### src/hdl/racc_consts.svh
// register map, field layout, reset values and timing constants for the radio framing config
// Behaviour
// transmit uses the logical address chosen by the select field, latched at start.
// prefix byte n comes from byte field n, field zero lowest, latched at start.
// checksum length is one to three bytes; zero disables checksum entirely.
// with the exclude control clear, the address is covered by the checksum.
// with the exclude control set, checksum starts at the first byte after address.
// inter-frame gap is counted in microseconds from last bit to next first bit.
// programmed gap is latched at start; later writes wait for next start.
// signal strength reads as a read-only unsigned magnitude from zero to 127.
// software reads the magnitude as minus that many dBm.
// a dedicated control picks address coverage by the checksum, latched at start.
// reception is accepted only on logical addresses whose enable bit was set at start.
`ifndef RACC_CONSTS_SVH
`define RACC_CONSTS_SVH

`define RACC_ADDR_BASE_ADDRESS_ZERO    8'h00
`define RACC_ADDR_BASE_ADDRESS_ONE    8'h04
`define RACC_ADDR_PREFIX_BYTES_LOW  8'h08
`define RACC_ADDR_PREFIX_BYTES_HIGH  8'h0C
`define RACC_ADDR_TXSEL    8'h10
`define RACC_ADDR_RXEN     8'h14
`define RACC_ADDR_CKCFG    8'h18
`define RACC_ADDR_CKPOLY   8'h1C
`define RACC_ADDR_CKSEED   8'h20
`define RACC_ADDR_TEST     8'h24
`define RACC_ADDR_GAP      8'h28
`define RACC_ADDR_RSSI     8'h2C
`define RACC_ADDR_START    8'h30
`define RACC_ADDR_STATUS   8'h34

`define RACC_RST_WORD      32'h0000_0000
`define RACC_RST_POLY      24'h00_0000
`define RACC_CK_LEN_LSB    0
`define RACC_CK_LEN_W      2
`define RACC_CK_SKIP_BIT   8
`define RACC_TEST_TONE_BIT 0
`define RACC_TEST_LOCK_BIT 1
`define RACC_GAP_W         8
`define RACC_RSSI_W        7
`define RACC_SEL_W         3
`define RACC_SEED_W        24
`define RACC_UNMAPPED      32'h0000_0000
`define RACC_US_NS         1000
`define RACC_CLK_NS        40
`define RACC_CYC_PER_US    (`RACC_US_NS / `RACC_CLK_NS)

`endif

### src/hdl/racc_pkg.sv
// types for the radio framing config block
package racc_pkg;
	typedef enum logic [2:0] {
		RACC_IDLE = 3'b001,
		RACC_GAP  = 3'b010,
		RACC_OUT  = 3'b100
	} racc_state_t;
	typedef logic [1:0] racc_cklen_t;
endpackage

### src/hdl/racc_top.sv
// framing configuration registers, start-task latching and gap timer
//
// The register addresses and the Avalon-MM slave port were decided locally.
`timescale 1ns/1ps
`default_nettype none
`include "racc_consts.svh"
module racc_top (
	input  wire logic                       mclk,
	input  wire logic                       rst,
	input  wire logic                       clk_en,
	input  wire logic [7:0]                 avs_address,
	input  wire logic                       avs_read,
	input  wire logic                       avs_write,
	input  wire logic [31:0]                avs_writedata,
	input  wire logic [3:0]                 avs_byteenable,
	output logic      [31:0]                avs_readdata,
	output logic                            avs_waitrequest,
	input  wire logic                       start_task,
	input  wire logic                       packet_end,
	input  wire logic [6:0]                 rssi_in,
	input  wire logic                       rssi_valid,
	input  wire logic [2:0]                 rx_logical,
	input  wire logic                       rx_valid,
	output logic                            rx_accept,
	output logic                            cfg_valid,
	input  wire logic                       cfg_ready,
	output logic      [31:0]                tx_base,
	output logic      [7:0]                 tx_prefix,
	output logic      [2:0]                 transmit_logical_select,
	output logic      [7:0]                 receive_logical_enables,
	output racc_pkg::racc_cklen_t           checksum_byte_count,
	output logic                            checksum_enable,
	output logic                            checksum_address_exclude,
	output logic      [23:0]                checksum_poly_value,
	output logic      [23:0]                checksum_seed_value,
	output logic                            steady_tone_enable,
	output logic                            synth_lock_enable,
	output logic                            gap_busy,
	output logic                            gap_done
);
	import racc_pkg::*;

	////////////////////////////////////////////////////////////////////////
	// software registers
	logic [31:0] base_address_zero;
	logic [31:0] base_address_one;
	logic [31:0] prefix_bytes_low;
	logic [31:0] prefix_bytes_high;
	logic [2:0]  transmit_address_select;
	logic [7:0]  receive_address_enables;
	logic [8:0]  checksum_config;
	logic [23:0] checksum_polynomial;
	logic [23:0] checksum_seed;
	logic [1:0]  test_controls;
	logic [7:0]  interframe_gap;
	logic [6:0]  signal_strength_sample;

	// asynchronous pins: two-stage synchronisers
	logic       start_s1, start_s2, start_s3;
	logic       end_s1, end_s2, end_s3;
	logic [6:0] rssi_s1, rssi_s2;
	logic       rssiv_s1, rssiv_s2, rssiv_s3;

	always_ff @(posedge mclk) begin
		if (rst) begin
			start_s1 <= 1'b0;
			start_s2 <= 1'b0;
			start_s3 <= 1'b0;
			end_s1   <= 1'b0;
			end_s2   <= 1'b0;
			end_s3   <= 1'b0;
			rssi_s1  <= 7'h00;
			rssi_s2  <= 7'h00;
			rssiv_s1 <= 1'b0;
			rssiv_s2 <= 1'b0;
			rssiv_s3 <= 1'b0;
		end else if (clk_en) begin
			start_s1 <= start_task;
			start_s2 <= start_s1;
			start_s3 <= start_s2;
			end_s1   <= packet_end;
			end_s2   <= end_s1;
			end_s3   <= end_s2;
			rssi_s1  <= rssi_in;
			rssi_s2  <= rssi_s1;
			rssiv_s1 <= rssi_valid;
			rssiv_s2 <= rssiv_s1;
			rssiv_s3 <= rssiv_s2;
		end
	end

	wire sw_start  = avs_write && !avs_waitrequest && (avs_address == `RACC_ADDR_START)
		&& avs_writedata[0] && avs_byteenable[0];
	wire start_evt = (start_s2 && !start_s3) || sw_start;
	wire end_evt   = end_s2 && !end_s3;

	////////////////////////////////////////////////////////////////////////
	// avalon slave: one wait cycle, then the access completes
	logic ack;
	wire  req    = (avs_read || avs_write) && clk_en;
	wire  wr_go  = avs_write && ack;
	// a frozen clock must not complete a transfer that cannot land
	assign avs_waitrequest = !(ack && clk_en);

	wire [31:0] be_mask = {{8{avs_byteenable[3]}}, {8{avs_byteenable[2]}},
		{8{avs_byteenable[1]}}, {8{avs_byteenable[0]}}};

	function automatic logic [31:0] merge(input logic [31:0] old, input logic [31:0] nw,
		input logic [31:0] m);
		merge = (old & ~m) | (nw & m);
	endfunction

	always_ff @(posedge mclk) begin
		if (rst) begin
			ack <= 1'b0;
		end else if (clk_en) begin
			ack <= req && !ack;
		end
	end

	always_ff @(posedge mclk) begin
		if (rst) begin
			base_address_zero       <= `RACC_RST_WORD;
			base_address_one        <= `RACC_RST_WORD;
			prefix_bytes_low        <= `RACC_RST_WORD;
			prefix_bytes_high       <= `RACC_RST_WORD;
			transmit_address_select <= 3'h0;
			receive_address_enables <= 8'h00;
			checksum_config         <= 9'h000;
			checksum_polynomial     <= `RACC_RST_POLY;
			checksum_seed           <= 24'h00_0000;
			test_controls           <= 2'h0;
			interframe_gap          <= 8'h00;
		end else if (clk_en && wr_go) begin
			case (avs_address)
			`RACC_ADDR_BASE_ADDRESS_ZERO: begin
				base_address_zero <= merge(base_address_zero, avs_writedata, be_mask);
			end
			`RACC_ADDR_BASE_ADDRESS_ONE: begin
				base_address_one <= merge(base_address_one, avs_writedata, be_mask);
			end
			`RACC_ADDR_PREFIX_BYTES_LOW: begin
				prefix_bytes_low <= merge(prefix_bytes_low, avs_writedata, be_mask);
			end
			`RACC_ADDR_PREFIX_BYTES_HIGH: begin
				prefix_bytes_high <= merge(prefix_bytes_high, avs_writedata, be_mask);
			end
			`RACC_ADDR_TXSEL: begin
				if (avs_byteenable[0]) transmit_address_select <= avs_writedata[2:0];
			end
			`RACC_ADDR_RXEN: begin
				if (avs_byteenable[0]) receive_address_enables <= avs_writedata[7:0];
			end
			`RACC_ADDR_CKCFG: begin
				if (avs_byteenable[0]) checksum_config[1:0] <= avs_writedata[1:0];
				if (avs_byteenable[1]) checksum_config[8] <= avs_writedata[8];
			end
			`RACC_ADDR_CKPOLY: begin
				checksum_polynomial <= 24'(merge({8'h00, checksum_polynomial},
					avs_writedata, be_mask));
			end
			`RACC_ADDR_CKSEED: begin
				checksum_seed <= 24'(merge({8'h00, checksum_seed}, avs_writedata, be_mask));
			end
			`RACC_ADDR_TEST: begin
				if (avs_byteenable[0]) test_controls <= avs_writedata[1:0];
			end
			`RACC_ADDR_GAP: begin
				if (avs_byteenable[0]) interframe_gap <= avs_writedata[7:0];
			end
			default: begin
			end
			endcase
		end
	end

	// read-only magnitude; strobe seen twice so the data bits have settled
	always_ff @(posedge mclk) begin
		if (rst) begin
			signal_strength_sample <= 7'h00;
		end else if (clk_en && rssiv_s2 && rssiv_s3) begin
			signal_strength_sample <= rssi_s2;
		end
	end

	////////////////////////////////////////////////////////////////////////
	// start-task snapshot, passed through a two-entry buffer to the radio
	localparam int CW = 32 + 8 + 3 + 8 + 2 + 1 + 24 + 24 + 2;
	logic [CW-1:0] buf_q [2];
	logic          wp, rp;
	logic [1:0]    cnt;

	wire [7:0] sel_prefix = (transmit_address_select[2])
		? prefix_bytes_high[{transmit_address_select[1:0], 3'b000} +: 8]
		: prefix_bytes_low[{transmit_address_select[1:0], 3'b000} +: 8];
	wire [31:0] sel_base = (transmit_address_select == 3'h0)
		? base_address_zero : base_address_one;
	wire [CW-1:0] snap = {sel_base, sel_prefix, transmit_address_select,
		receive_address_enables, checksum_config[1:0], checksum_config[8],
		checksum_polynomial, checksum_seed, test_controls};
	wire in_fire  = start_evt && (cnt != 2'd2);
	wire out_fire = cfg_valid && cfg_ready;
	assign cfg_valid = (cnt != 2'd0);

	always_ff @(posedge mclk) begin
		if (rst) begin
			wp  <= 1'b0;
			rp  <= 1'b0;
			cnt <= 2'd0;
		end else if (clk_en) begin
			if (in_fire) wp <= ~wp;
			if (out_fire) rp <= ~rp;
			cnt <= 2'(cnt + {1'b0, in_fire} - {1'b0, out_fire});
		end
	end

	always_ff @(posedge mclk) begin
		if (clk_en && in_fire) buf_q[wp] <= snap;
	end

	// entry copied from the head at the last handshake drives the radio; held values until the next start is drained
	logic [CW-1:0] cur;
	always_ff @(posedge mclk) begin
		if (rst) begin
			cur <= '0;
		end else if (clk_en && out_fire) begin
			cur <= buf_q[rp];
		end
	end

	assign tx_base                  = cur[CW-1 -: 32];
	assign tx_prefix                = cur[CW-33 -: 8];
	assign transmit_logical_select  = cur[CW-41 -: 3];
	assign receive_logical_enables  = cur[CW-44 -: 8];
	assign checksum_byte_count      = cur[CW-52 -: 2];
	assign checksum_enable          = (cur[CW-52 -: 2] != 2'd0);
	assign checksum_address_exclude = cur[CW-54];
	assign checksum_poly_value      = cur[CW-55 -: 24];
	assign checksum_seed_value      = cur[CW-79 -: 24];
	assign steady_tone_enable       = cur[`RACC_TEST_TONE_BIT];
	assign synth_lock_enable        = cur[`RACC_TEST_LOCK_BIT];
	assign rx_accept = rx_valid && receive_logical_enables[rx_logical];

	////////////////////////////////////////////////////////////////////////
	// inter-frame gap timer: counts microseconds from end of packet
	racc_state_t state, next_state;
	logic [7:0]  gap_lat;
	logic [7:0]  us_cnt;
	logic [7:0]  gap_cnt;
	wire         us_tick = (us_cnt == 8'(`RACC_CYC_PER_US - 1));

	always_ff @(posedge mclk) begin
		if (rst) begin
			gap_lat <= 8'h00;
		end else if (clk_en && start_evt) begin
			gap_lat <= interframe_gap;
		end
	end

	always_comb begin
		next_state = state;
		case (state)
		RACC_IDLE: if (end_evt) next_state = RACC_GAP;
		RACC_GAP:  if (gap_cnt == gap_lat) next_state = RACC_OUT;
		RACC_OUT:  next_state = RACC_IDLE;
		default:   next_state = RACC_IDLE;
		endcase
	end

	always_ff @(posedge mclk) begin
		if (rst) begin
			state   <= RACC_IDLE;
			us_cnt  <= 8'h00;
			gap_cnt <= 8'h00;
		end else if (clk_en) begin
			state   <= next_state;
			// primed to one outside the gap so the compare cycle fits the span
			if (state != RACC_GAP) us_cnt <= 8'h01;
			else if (us_tick) us_cnt <= 8'h00;
			else us_cnt <= 8'(us_cnt + 8'h01);
			if (state != RACC_GAP) gap_cnt <= 8'h00;
			else if (us_tick) gap_cnt <= 8'(gap_cnt + 8'h01);
		end
	end

	assign gap_busy = (state == RACC_GAP);
	assign gap_done = (state == RACC_OUT);

	////////////////////////////////////////////////////////////////////////
	// read mux
	logic [31:0] rd;
	always_comb begin
		case (avs_address)
		`RACC_ADDR_BASE_ADDRESS_ZERO:   rd = base_address_zero;
		`RACC_ADDR_BASE_ADDRESS_ONE:   rd = base_address_one;
		`RACC_ADDR_PREFIX_BYTES_LOW: rd = prefix_bytes_low;
		`RACC_ADDR_PREFIX_BYTES_HIGH: rd = prefix_bytes_high;
		`RACC_ADDR_TXSEL:   rd = {29'h0, transmit_address_select};
		`RACC_ADDR_RXEN:    rd = {24'h0, receive_address_enables};
		`RACC_ADDR_CKCFG:   rd = {23'h0, checksum_config};
		`RACC_ADDR_CKPOLY:  rd = {8'h00, checksum_polynomial};
		`RACC_ADDR_CKSEED:  rd = {8'h00, checksum_seed};
		`RACC_ADDR_TEST:    rd = {30'h0, test_controls};
		`RACC_ADDR_GAP:     rd = {24'h0, interframe_gap};
		`RACC_ADDR_RSSI:    rd = {25'h0, signal_strength_sample};
		`RACC_ADDR_STATUS:  rd = {22'h0, gap_lat, cnt};
		default:            rd = `RACC_UNMAPPED;
		endcase
	end

	always_ff @(posedge mclk) begin
		if (rst) begin
			avs_readdata <= 32'h0000_0000;
		end else if (clk_en && avs_read && !ack) begin
			avs_readdata <= rd;
		end
	end
endmodule
`default_nettype wire

### config.mk
export PLATFORM = sky130hd
export DESIGN_NAME = racc_top
export DESIGN_NICKNAME = d
export VERILOG_FILES = /design/src/hdl/racc_pkg.sv /design/src/hdl/racc_top.sv
export VERILOG_INCLUDE_DIRS = /design/src /design/src/hdl
export SDC_FILE = /design/constraint.sdc
export NUM_CORES = 1
export LEC_CHECK = 0
export BUFFER_PORTS_ARGS = -buffer_cell sky130_fd_sc_hd__buf_2
export CAP_MARGIN = 15
export CELL_PAD_IN_SITES_DETAIL_PLACEMENT = 0
export CELL_PAD_IN_SITES_GLOBAL_PLACEMENT = 1
export CORE_MARGIN = 2
export CORE_UTILIZATION = 48
export DETAILED_ROUTE_END_ITERATION = 8
export PLACE_DENSITY = 0.83
export SLEW_MARGIN = 20
export SYNTH_ARGS = -nofsm -noshare
export SYNTH_HDL_FRONTEND = slang
export SYNTH_SLANG_ARGS = --single-unit
### constraint.sdc
create_clock -name mclk -period 15.7 [get_ports mclk]
set_input_delay 3.925 -clock mclk [delete_from_list [all_inputs] [get_ports mclk]]
set_output_delay 3.925 -clock mclk [all_outputs]
set_load 0.02 [all_outputs]
---- Word-level counts from Yosys, hierarchy flattened ----
Memories as Yosys holds them, arrays and structs flattened. A register that Yosys moved wholly into a read port is not among the register bits.
Cells that the tools add are included.
word-level totals
  bits in registers ....................... 294
  bits in latches ......................... 0
  memory bits (writable) .................. 208
  bits in read-only memories .............. 0
  bits of input ports ..................... 64
  output and inout bits ................... 142
  logic and storage cells ................. 141
  memories ................................ 1
memories
  name   depth  width  read ports  clocked after memory_dff  write ports  RTL line         source
  buf_q  2      104    1           1                         1            racc_top.sv:189  logic [CW-1:0] buf_q [2];
cells by class
  add/sub/neg operators ................... 4
  multipliers ............................. 0
  divide/modulo/power cells ............... 0
  order comparisons ....................... 1
  eq/ne operators ......................... 22
  shift operators ......................... 2
  mux-type cells .......................... 14
  bitwise operators ....................... 16
  reductions and logical operators ........ 48
operators by type and width
  kind                                                        count
  one-hot mux 32 bit (13 select lines)                        1
  AND 32 bit                                                  5
  bitwise OR 32 bit                                           4
  indexed part select 32 x 6 -> 8 bit                         2
  AND 24 bit                                                  2
  equality test 8 x 6 -> 1 bit, second input constant         6
  bitwise OR 24 bit                                           2
  equality test 8 x 5 -> 1 bit, second input constant         5
  2-to-1 mux 8 bit                                            5
  2-to-1 mux 32 bit                                           1
  NOT 32 bit                                                  1
  logical AND 1 bit                                           21
  AND reduction 3 bit                                         7
  AND reduction 2 bit                                         9
  adder 8 x 1 -> 8 bit, second input constant                 2
  equality test 8 x 4 -> 1 bit, second input constant         2
  equality test 8 x 3 -> 1 bit, second input constant         1
  equality test 8 bit                                         1
  logical NOT 8 bit                                           1
  2-to-1 mux 3 bit                                            2
  one-hot mux 3 bit (2 select lines)                          1
  nonzero test 2 bit                                          3
  logical NOT 1 bit                                           4
  less-than comparator 3 x 4 -> 1 bit, second input constant  1
  other kinds (13)                                            18

---- Longest topological paths before layout ----
Gate-level depths: netlist of the first run.
  word-level depth ........................ 10
  mapped depth ............................ 11
  mapped depth without buffers ............ 10

---- Least setup slack after synthesis of the first run ----
No wires, ideal clock.
  path kind ............................... input to register
  from .................................... in avs_address[1]
  to ...................................... mem buf_q[0][0] (netlist bit) (enable)
  library setup time ...................... 694 ps
  arrival time ............................ 11975 ps
  required time ........................... 15006 ps
  setup slack ............................. 3031 ps
  cell stages on the path ................. 4
  buffers on the path ..................... 1
  cells stage by stage .................... buf_2 nor4_4 a41oi_1 nor3_1
on the way
  longest elaborated chain between the ends .. 9
RTL lines
  element                                        RTL line         source
  start: declaration                             racc_top.sv:11   input wire logic [7:0] avs_address,
  equality test 8 x 6 -> 1 bit (no source line)  --
  logical AND 1 bit (3 in a row)                 racc_top.sv:92   wire sw_start = avs_write && !avs_waitrequest && (avs_address == `RACC_ADDR_START)
  logical OR 1 bit                               racc_top.sv:94   wire start_evt = (start_s2 && !start_s3) || sw_start;
  logical AND 1 bit                              racc_top.sv:201  wire in_fire = start_evt && (cnt != 2'd2);
  logical AND 1 bit                              racc_top.sv:218  if (clk_en && in_fire) buf_q[wp] <= snap;
  2-to-1 mux 1 bit                               racc_top.sv:218
  2-to-1 mux 1 bit (implied by the code)         racc_top.sv:218
  end: declaration                               racc_top.sv:189
No other way between the ends.

---- Final worst setup path of the first run ----
  from .................................... in rx_logical[0]
  to ...................................... out rx_accept
on the way
  longest elaborated chain between the ends .. 3
RTL lines
  element                                 RTL line         source
  start: declaration                      racc_top.sv:22   input wire logic [2:0] rx_logical,
  binary-select mux 1 bit (select 3 bit)  racc_top.sv:242  assign rx_accept = rx_valid && receive_logical_enables[rx_logical];
  2-to-1 mux 1 bit (implied by the code)  racc_top.sv:242
  logical AND 1 bit                       racc_top.sv:242
  end: declaration                        racc_top.sv:24   output logic rx_accept,
No other way between the ends. The select of a mux whose other input is x is not followed.

==> reports/results.txt, run 1 <==
Status -> finished clean
Worst path required time -> 11.77 ns
Crit end category -> output port
VDD IR max -> 0.0000851 V
Final hold violations -> 0
Via density -> 5.75
Antenna Nets Post-Route -> 0
Final worst path period share -> 56.0%
GRT overflow -> 0
Fin crit period -> 8.80 ns
Overall power -> 3.17 mW
FF-to-FF Start -> ack
Core Region -> 0.0503 sq mm
DP HPWL -> 44100 microns
Max Slew Vio Count -> 0
PortBufs -> 205
Initial antenna violation count -> 1
Die Ht -> 230 microns
CTS root buffer -> clkbuf_16
Hold path start -> avs_readdata[26]
Clock transition at path regs -> 0.06 ns
DIE AREA -> 0.0528 sq mm
Synth Instances -> 2124
Fmax -> 114 MHz
Syn_area_per_cell -> 11.5 sq um
Clock Sinks -> 606
GRT Overall Usage -> 24.2%
Least-Margin Pin Slew -> 1.03 ns
Syn. warnings -> 0
Util after Layout -> 55.5%
Number of fill cells -> 4328
Register area -> 0.0142 sq mm
Setup TNS -> 0 ns
Share of cells above drive strength 1 -> 19.4%
Synth Net Count -> 2193
Area of the multi-input gates -> 0.00966 sq mm
Initial Util -> 48.7%
Global-route wire length before repair -> 98900 microns
Non-Filler Instances -> 2992
CTS tree -> built
Drt total wl -> 65400 microns
IO Pins -> 206
Post-synth cell types -> 70
Max-cap violations -> 0
Drt initial violations -> 1393
Final Net Count -> 2337
Crit path kind -> in2out
Mapped Area -> 0.0245 sq mm
Pleak -> 10.1 nW
#FFs+latches synth -> 606
Pwr Density -> 114 mW/mm^2
Setup Buffers After CTS -> 0
CP startpoint kind -> primary input
Diodes inserted -> 0
Clock Tree Buf Depth -> 3
Remaining DRCs -> 0
Vias in the first global route -> 16500
P&R area growth vs syn -> 13.9%
Post-Place Cells -> 2878
Critical Path Start -> rx_logical[0]
Total number of vias -> 17200
Slew margin rel. -> 31.0%
Hold Path Class -> reg2reg
Setup violations, final -> 0
Clock latency on the worst-skew pair -> 0.64 ns
Worst EP arrival -> 4.87 ns
Peak fanout along the critical path -> 2
Die Wd -> 230 microns
FP Rows -> 82
Hold_buf cts -> 0
Wire per inst -> 21.8 microns
H-Tree Depth -> 2
Async set or reset register ratio after synthesis -> 0%
Number of buffers created by CTS -> 60
TritonRoute pass-1 iters -> 5
Setup repair after global routing missed its margin -> no
Primary FF master, synth -> dfxtp_1
EDFF count, synth -> 208
Largest net degree at the start of global routing -> 217
Seq/Total Area, Yosys -> 58.1%
Post-CTS resize count -> 0
Clock skew -> 0.0231 ns
GP Congestion -> 0.897
per-stage QoR:
stage                     setup slack, ns  hold slack, ns  instance area (sq um)
after floorplan                      3.03           0.420                  24500
after global placement               6.88           0.436                  26000
after detailed placement             6.89           0.443                  26000
after CTS                            6.89           0.462                  27900
after global routing                 6.82           0.491                  27900
final                                6.90           0.457                  27900
power breakdown:
group          internal [mW]  switching [mW]  total (mW)
clock                  0.810           0.604        1.41
combinational         0.0351          0.0847       0.120
sequential              1.63         0.00858        1.64
total                   2.47           0.697        3.17
Yosys cell counts (12+ instances only):
master	instances	share of area, %
o21ai_0	81	1.7
a21oi_1	91	1.9
nand2_1	150	2.3
clkbuf_1	109	1.7
a211oi_1	106	3.3
mux2i_1	275	11
mux2_2	60	2.8
nand3_1	28	0.57
mux4_2	29	2.7
xnor2_1	14	0.50
buf_2	21	0.43
a22oi_1	47	1.4
nand4_1	12	0.31
dfxtp_1	398	33
edfxtp_1	208	26
nor2_1	306	4.7
final timing paths:
| path | slack [ns] | cells after the start | endpoint |
|---|---|---|---|
| worst max-delay path | 6.90 | 5 | rx_accept |
| worst max register to register | 12.03 | 5 | buf_q[1][15] |
| worst min-delay path | 0.46 | 2 | avs_readdata[26] |
| worst min register to register | 0.46 | 2 | avs_readdata[26] |
final cells by class:
class,instances,area share [%]
sequential,606,51.0
clock inverter,31,0.929
tap,672,3.01
timing repair buffer,227,4.35
inverter,5,0.0673
clock buffer,83,6.02
multi-input combinational,1368,34.6
cell usage in the layout, fill, tap and decap left out, types with 10 or more instances in the layout:
cell type    n
a211oi_1   106
a21oi_1     91
a221oi_1    11
a22o_1      11
a22oi_1     47
and3_1      10
buf_2      204
buf_4       21
clkbuf_1    16
clkbuf_16   62
clkinv_1    14
dfxtp_1    397
edfxtp_1   208
mux2_2      60
mux2i_1    275
mux4_2      29
nand2_1    150
nand3_1     28
nand4_1     12
nor2_1     306
o21ai_0     81
xnor2_1     14
kinds of logic (layout without fill, tap and decap cells):
| group | count (synthesis) | count (layout) | synth area share (%) |
|---|---|---|---|
| xor gates and xnor gates | 23 | 23 | 0.823 |
| DFF | 606 | 606 | 58.1 |
| adders and majority gates | 5 | 5 | 0.256 |
| and+or+nand+nor | 590 | 590 | 11.4 |
| buffers and inverters | 150 | 346 | 2.56 |
| AOI/OAI and AO/OA | 386 | 386 | 10.2 |
| muxes | 364 | 364 | 16.7 |
routing by layer:
| metal | wire, microns | vias to the layer above | global-route usage [%] |
|---|---|---|---|
| met5 | 15 | - | 0 |
| met4 | 2130 | 2 | 8.35 |
| met3 | 4570 | 146 | 4.77 |
| met2 | 30000 | 619 | 38.7 |
| met1 | 28700 | 8392 | 32.8 |
| li1 | - | 8051 | - |
critical path: stages:
cell	delay, ns
buf_2	0.11
mux4_2	0.49
mux2i_1	0.14
nor2b_1	0.05
buf_2	0.15
Power figures use the tool's default switching activity.
==> inputs of run 2 (changes only) <==
--- a/config.mk
+++ b/config.mk
@@ -6,12 +6,13 @@
 export SDC_FILE = /design/constraint.sdc
 export NUM_CORES = 1
 export LEC_CHECK = 0
+export ABC_AREA = 1
 export BUFFER_PORTS_ARGS = -buffer_cell sky130_fd_sc_hd__buf_2
 export CAP_MARGIN = 15
 export CELL_PAD_IN_SITES_DETAIL_PLACEMENT = 0
 export CELL_PAD_IN_SITES_GLOBAL_PLACEMENT = 1
 export CORE_MARGIN = 2
-export CORE_UTILIZATION = 48
+export CORE_UTILIZATION = 45
 export DETAILED_ROUTE_END_ITERATION = 8
 export PLACE_DENSITY = 0.83
 export SLEW_MARGIN = 20
==> constraint.sdc (replaced) <==
create_clock -name mclk -period 8.2 [get_ports mclk]
set_input_delay 2.05 -clock mclk [delete_from_list [all_inputs] [get_ports mclk]]
set_output_delay 2.05 -clock mclk [all_outputs]
set_load 0.02 [all_outputs]
==> reports/results.txt, run 2 <==
Status -> finished clean
Most instantiated library cell after synthesis -> nand2_1
Hold_buf cts -> 0 (unchanged)
Worst path required time -> 8.48 ns (-3.29 ns)
Crit path kind -> in2reg
Post-synth top area share -> 32.4% (-0.18 points)
Core Region -> 0.0539 sq mm (+7.3%)
P&R area growth vs syn -> 15.0%
Final hold violations -> 0 (unchanged)
FP Rows -> 85 (+3.7%)
GRT overflow -> 0 (unchanged)
Drt initial violations -> 1989 (+43%)
Capturing point of the worst reg2reg path -> buf_q[1][102]
Pwr Density -> 233 mW/mm^2 (+100%)
Remaining DRCs -> 0 (unchanged)
Setup Buffers After CTS -> 0 (unchanged)
Initial antenna violation count -> 2 (+1)
DIE AREA -> 0.0566 sq mm (+7.1%)
GP Congestion -> 0.880 (-1.9%)
CTS tree -> built
H-Tree Depth -> 3 (+1)
Clock transition at path regs -> 0.06 ns (about the same)
Clock Tree Buf Depth -> 3 (unchanged)
Die Ht -> 238 microns (+3.5%)
Mapped Area -> 0.0246 sq mm (+0.56%)
Hold Path Class -> reg2reg
DP HPWL -> 49200 microns (+11%)
Setup TNS -> 0 ns (unchanged)
Wire per inst -> 18.9 microns (-14%)
Util after Layout -> 52.5% (-3.0 points)
Most common cell after layout, fill and taps aside -> nand2_1
Fin crit period -> 5.00 ns
Max Slew Vio Count -> 0 (unchanged)
FF-to-FF Start -> ack
Synth Instances -> 2943 (+39%)
IO Pins -> 206 (unchanged)
Via density -> 5.39 (-6.3%)
Area of the multi-input gates -> 0.00888 sq mm (-8.1%)
EDFF count, synth -> 208 (unchanged)
Number of buffers created by CTS -> 66 (+10%)
Peak fanout along the critical path -> 56 (+54)
Vias in the first global route -> 19000 (+15%)
Most common library cells after synthesis -> 734 x nand2_1, 398 x dfxtp_1, 352 x a21oi_1, 301 x o21ai_0, 217 x nor2_1
Total number of vias -> 20500 (+19%)
Least-Margin Pin Slew -> 1.04 ns (+0.000677 ns)
Drt total wl -> 71900 microns (+10%)
Post-synth cell types -> 40 (-43%)
CP endpoint -> buf_q[1][102]
Area leader, netlist -> dfxtp_1
Crit end category -> flop
Critical Path Start -> clk_en
Async set or reset register ratio after synthesis -> 0% (unchanged)
TritonRoute pass-1 iters -> 5 (unchanged)
Register area -> 0.0142 sq mm (about the same)
Initial Util -> 45.7% (-3.0 points)
Slew margin rel. -> 30.9% (-0.12 points)
Fmax -> 200 MHz
Reg2Reg Depth -> 8 (+3)
Clock latency on the worst-skew pair -> 0.61 ns (-0.03 ns)
Setup repair after global routing missed its margin -> no
Final worst path period share -> 61.0%
Post-CTS resize count -> 0 (unchanged)
Primary FF master, synth -> dfxtp_1
Setup violations, final -> 0 (unchanged)
Global-route wire length before repair -> 110000 microns (+11%)
Most frequent cells in the layout -> 733 x nand2_1, 397 x dfxtp_1, 352 x a21oi_1, 301 x o21ai_0, 215 x nor2_1
CTS root buffer -> clkbuf_16
Syn. warnings -> 0 (unchanged)
R2R setup slack -> 4.83 ns (-7.20 ns)
Clock Sinks -> 606 (unchanged)
PortBufs -> 205 (unchanged)
Syn_area_per_cell -> 8.37 sq um (-27%)
Final Net Count -> 3132 (+34%)
Top post-synthesis cells by area -> dfxtp_1 32%, edfxtp_1 25%, nand2_1 11%
Max-cap violations -> 0 (unchanged)
Clock skew -> 0.0284 ns (+0.00527 ns)
#FFs+latches synth -> 606 (unchanged)
Worst EP arrival -> 5.28 ns (+0.41 ns)
Synth Net Count -> 3012 (+37%)
Largest net degree at the start of global routing -> 122 (-44%)
Seq/Total Area, Yosys -> 57.7% (-0.32 points)
Share of cells above drive strength 1 -> 12.2% (-7.3 points)
Pleak -> 10.7 nW (+5.5%)
Antenna Nets Post-Route -> 0 (unchanged)
Number of fill cells -> 5011 (+16%)
GRT Overall Usage -> 25.1% (+0.90 points)
VDD IR max -> 0.000138 V (+63%)
CP startpoint kind -> primary input
Die Wd -> 238 microns (+3.5%)
run 2: changes by cell type in the layout (fill, tap and decap cells not counted), sizes merged, moves of 159 or more:
cell / before / now
o21ai: 90 / 323
nand3: 31 / 190
nand2: 157 / 742
a21oi: 91 / 352
mux2i: 275 / 0
inv: 5 / 222
run 2: critical path, stage by stage:
cell and delay, ns:
buf_4 0.50, nand3_4 0.44, nor2_4 0.63, nand4_1 0.19
o21ai_2 0.13, nand3_1 0.27, nor2_4 0.47, buf_12 0.25
buf_12 0.27
run 2: cells by family after synthesis:
| logic type | synth area share [%] |
|---|---|
| and+or+nand+nor | 20.1 |
| AOI/OAI and AO/OA | 15.2 |
| DFF | 57.7 |
| buffers and inverters | 6.35 |
| xor gates and xnor gates | 0.356 |
| adders and majority gates | 0.254 |
| muxes | 0.0457 |
run 2: cell type report:
cell class / count / share of cell area (%)
antenna: 2 / 0.0177
clock buffer: 87 / 6.40
clock inverter: 34 / 1.52
inverter: 220 / 2.92
multi-input combinational: 1943 / 31.4
sequential: 606 / 50.2
tap: 696 / 3.08
timing repair buffer: 226 / 4.50
run 2: how the worst min path moves through the flow:
stage                                     startpoint                        end  slack [ns]  cells after the start
after floorplan           transmit_address_select[0]               buf_q[0][61]        0.42                      0
after global placement                          flop               buf_q[0][33]        0.43                      0
after detailed placement   signal_strength_sample[4]  signal_strength_sample[4]        0.44                      2
after CTS                  signal_strength_sample[4]  signal_strength_sample[4]        0.45                      2
after global routing                            flop               buf_q[1][44]        0.47                      0
final                      signal_strength_sample[4]  signal_strength_sample[4]        0.45                      2
run 2: metal layers:
layer	vias up	global-route usage, %	share of wire [%]
li1	10000	-	-
met1	9700	34.5	44
met2	685	39.7	46
met3	129	4.30	7.0
met4	0	9.55	3.1
met5	-	0	0
run 2: power by group:
group / internal [mW] / switching, mW
clock: 1.85 / 1.23
sequential: 3.14 / 0.0244
combinational: 0.0922 / 0.254
total: 5.08 / 1.51
run 2: through the flow:
step	setup slack [ns]	hold WS (ns)	instances	total power [mW]	cell area (sq um)
2_1_floorplan	0.361	0.424	2943	3.45	24600
3_3_place_gp	2.42	0.434	3688	3.56	26000
3_5_place_dp	2.26	0.441	3688	3.57	26000
4_1_cts	2.89	0.450	3809	6.63	28200
5_1_grt	2.93	0.466	3814	6.81	28300
6_report	3.20	0.447	3814	6.59	28300
==> inputs of run 3 (changes only) <==
==> constraint.sdc (replaced) <==
create_clock -name mclk -period 5.2 [get_ports mclk]
set_input_delay 1.3 -clock mclk [delete_from_list [all_inputs] [get_ports mclk]]
set_output_delay 1.3 -clock mclk [all_outputs]
set_load 0.02 [all_outputs]
==> reports/results.txt, run 3 (synthesis gave the netlist of run 2 again) <==
Clock Sinks -> 606 (unchanged)
CP max stage cell -> buf_4
Drt initial violations -> 2240 (+13%)
Hold_buf cts -> 0 (unchanged)
Buffers plus inverters on the worst setup path -> 3 (unchanged)
Number of buffers created by CTS -> 61 (-7.6%)
Crit path kind -> in2out
Pwr Density -> 360 mW/mm^2 (+55%)
Crit path max-delay family -> buffers and inverters
Die Ht -> 238 microns (unchanged)
FP Rows -> 85 (unchanged)
Final hold violations -> 0 (unchanged)
Final Net Count -> 3135 (+0.096%)
Busiest layer in global routing -> met2
Worst EP arrival -> 2.44 ns (-2.84 ns)
Largest net degree at the start of global routing -> 105 (-14%)
Vias in the first global route -> 19000 (-0.16%)
Final worst path period share -> 71.9%
GP Congestion -> 0.873 (-0.83%)
PortBufs -> 205 (unchanged)
TritonRoute pass-1 iters -> 6 (+1)
Worst path required time -> 3.90 ns (-4.58 ns)
Most frequent cells in the layout -> 733 x nand2_1, 397 x dfxtp_1, 352 x a21oi_1, 301 x o21ai_0, 215 x nor2_1
Fin crit period -> 3.74 ns
Setup Buffers After CTS -> 0 (unchanged)
Core Region -> 0.0539 sq mm (unchanged)
Drt total wl -> 72700 microns (+1.1%)
Most common cell after layout, fill and taps aside -> nand2_1
IO Pins -> 206 (unchanged)
Wire per inst -> 19.1 microns (+1.1%)
CP cell instances -> buf_4 > buf_4 > nand2_1 > buf_2
Crit end category -> output port
Total number of vias -> 20600 (+0.40%)
Pleak -> 10.7 nW (-0.21%)
Hold Path Class -> reg2reg
CP startpoint kind -> primary input
Non-Filler Instances -> 3816 (+0.052%)
Global-route wire length before repair -> 111000 microns (+1.6%)
CTS root buffer -> clkbuf_16
Max-cap violations -> 0 (unchanged)
Grt met3 use -> 3.70% (-0.60 points)
Least-Margin Pin Slew -> 1.07 ns (+0.0360 ns)
Fmax -> 268 MHz
CP peak stage delay -> 0.64 ns (about the same)
Clock latency on the worst-skew pair -> 0.64 ns (+0.03 ns)
P&R area growth vs syn -> 14.7%
Remaining DRCs -> 0 (unchanged)
Met2 Use GR -> 40.1% (+0.40 points)
Die Wd -> 238 microns (unchanged)
CP most frequent cell -> buf_4
VDD IR max -> 0.000271 V (+96%)
Clock skew -> 0.0210 ns (-0.00739 ns)
Setup violations, final -> 0 (unchanged)
H-Tree Depth -> 2 (-1)
Initial antenna violation count -> 5 (+3)
R2R setup slack -> 2.22 ns (-2.61 ns)
DP HPWL -> 49600 microns (+0.82%)
Clock Tree Buf Depth -> 3 (unchanged)
Grt met1 use -> 36.0% (+1.5 points)
GRT overflow -> 0 (unchanged)
Final hold slack -> 0.453 ns (+0.00603 ns)
Max Slew Vio Count -> 0 (unchanged)
Via density -> 5.41 (+0.35%)
DIE AREA -> 0.0566 sq mm (unchanged)
GRT Overall Usage -> 25.3% (+0.26 points)
Post-CTS resize count -> 0 (unchanged)
Status -> finished clean
Initial Util -> 45.7% (unchanged)
Share of cells above drive strength 1 -> 12.6% (+0.44 points)
Antenna Nets Post-Route -> 0 (unchanged)
Clock transition at path regs -> 0.06 ns (about the same)
Slew margin rel. -> 28.6% (-2.3 points)
CTS tree -> built
Post-Place Cells -> 3699 (+0.30%)
Setup repair after global routing missed its margin -> no
Peak fanout along the critical path -> 90 (+61%)
run 3: changes by cell type in the layout (fill, tap and decap cells not counted), moves of 2 or more:
cell        change
clkinv_2        +4
inv_4           +2
clkinv_1        -5
clkbuf_16       -4
buf_16          -2
buf_4          +10
clkbuf_1        -6
inv_6           -2
clkinvlp_4      +6
clkbuf_8        +4
bufinv_16       -2
run 3: power by group:
group	switching (mW)	total [mW]	leakage [nW]	internal, mW
combinational	0.396	0.537	4.58	0.142
sequential	0.0423	4.99	5.04	4.95
clock	1.91	4.63	1.04	2.71
total	2.35	10.2	10.7	7.81
run 3: final timing paths:
kind                               end                 startpoint  depth (start not counted)
max                    avs_waitrequest                     clk_en                          4
min          signal_strength_sample[2]  signal_strength_sample[2]                          2
max reg2reg                    cur[22]                         rp                          6
min reg2reg  signal_strength_sample[2]  signal_strength_sample[2]                          2
run 3: area by class of cell:
class,instances,area [sq um]
Antenna cell,2,5.00
Timing Repair Buffer,234,1300
Multi-Input combinational cell,1943,8880
Sequential cell,606,14200
Tap cell,696,871
Inverter,220,830
Clock buffer,81,1740
Fill cell,4978,25700
Clock inverter,34,394
run 3: tightest hold or removal path: cells and delay by family, from the launching register on:
kind                   cells  cell delay, ns
flip-flops                 1            0.31
buffers and inverters      1            0.05
AO/OA/AOI/OAI              1            0.05
run 3: stage by stage:
| stage | util [%] | worst slack, ns | power [mW] | TNS [ns] | cell area, sq um |
|---|---|---|---|---|---|
| 3_3_place_gp | 48.4 | 1.46 | 5.63 | 0 | 26100 |
| 5_1_grt | 52.4 | 1.30 | 10.5 | 0 | 28200 |
| 4_1_cts | 52.4 | 1.41 | 10.2 | 0 | 28200 |
| 3_5_place_dp | 48.4 | 1.41 | 5.64 | 0 | 26100 |
| 6_report | 52.4 | 1.46 | 10.2 | 0 | 28200 |
| 2_1_floorplan | - | -0.150 | 5.44 | -29.22 | 24600 |
run 3: metal layers:
metal  vias up  routed length (microns)
met3       118                     5030
met1      9739                    32600
met5         -                       27
li1      10000                        -
met2       725                    33100
met4         4                     2000
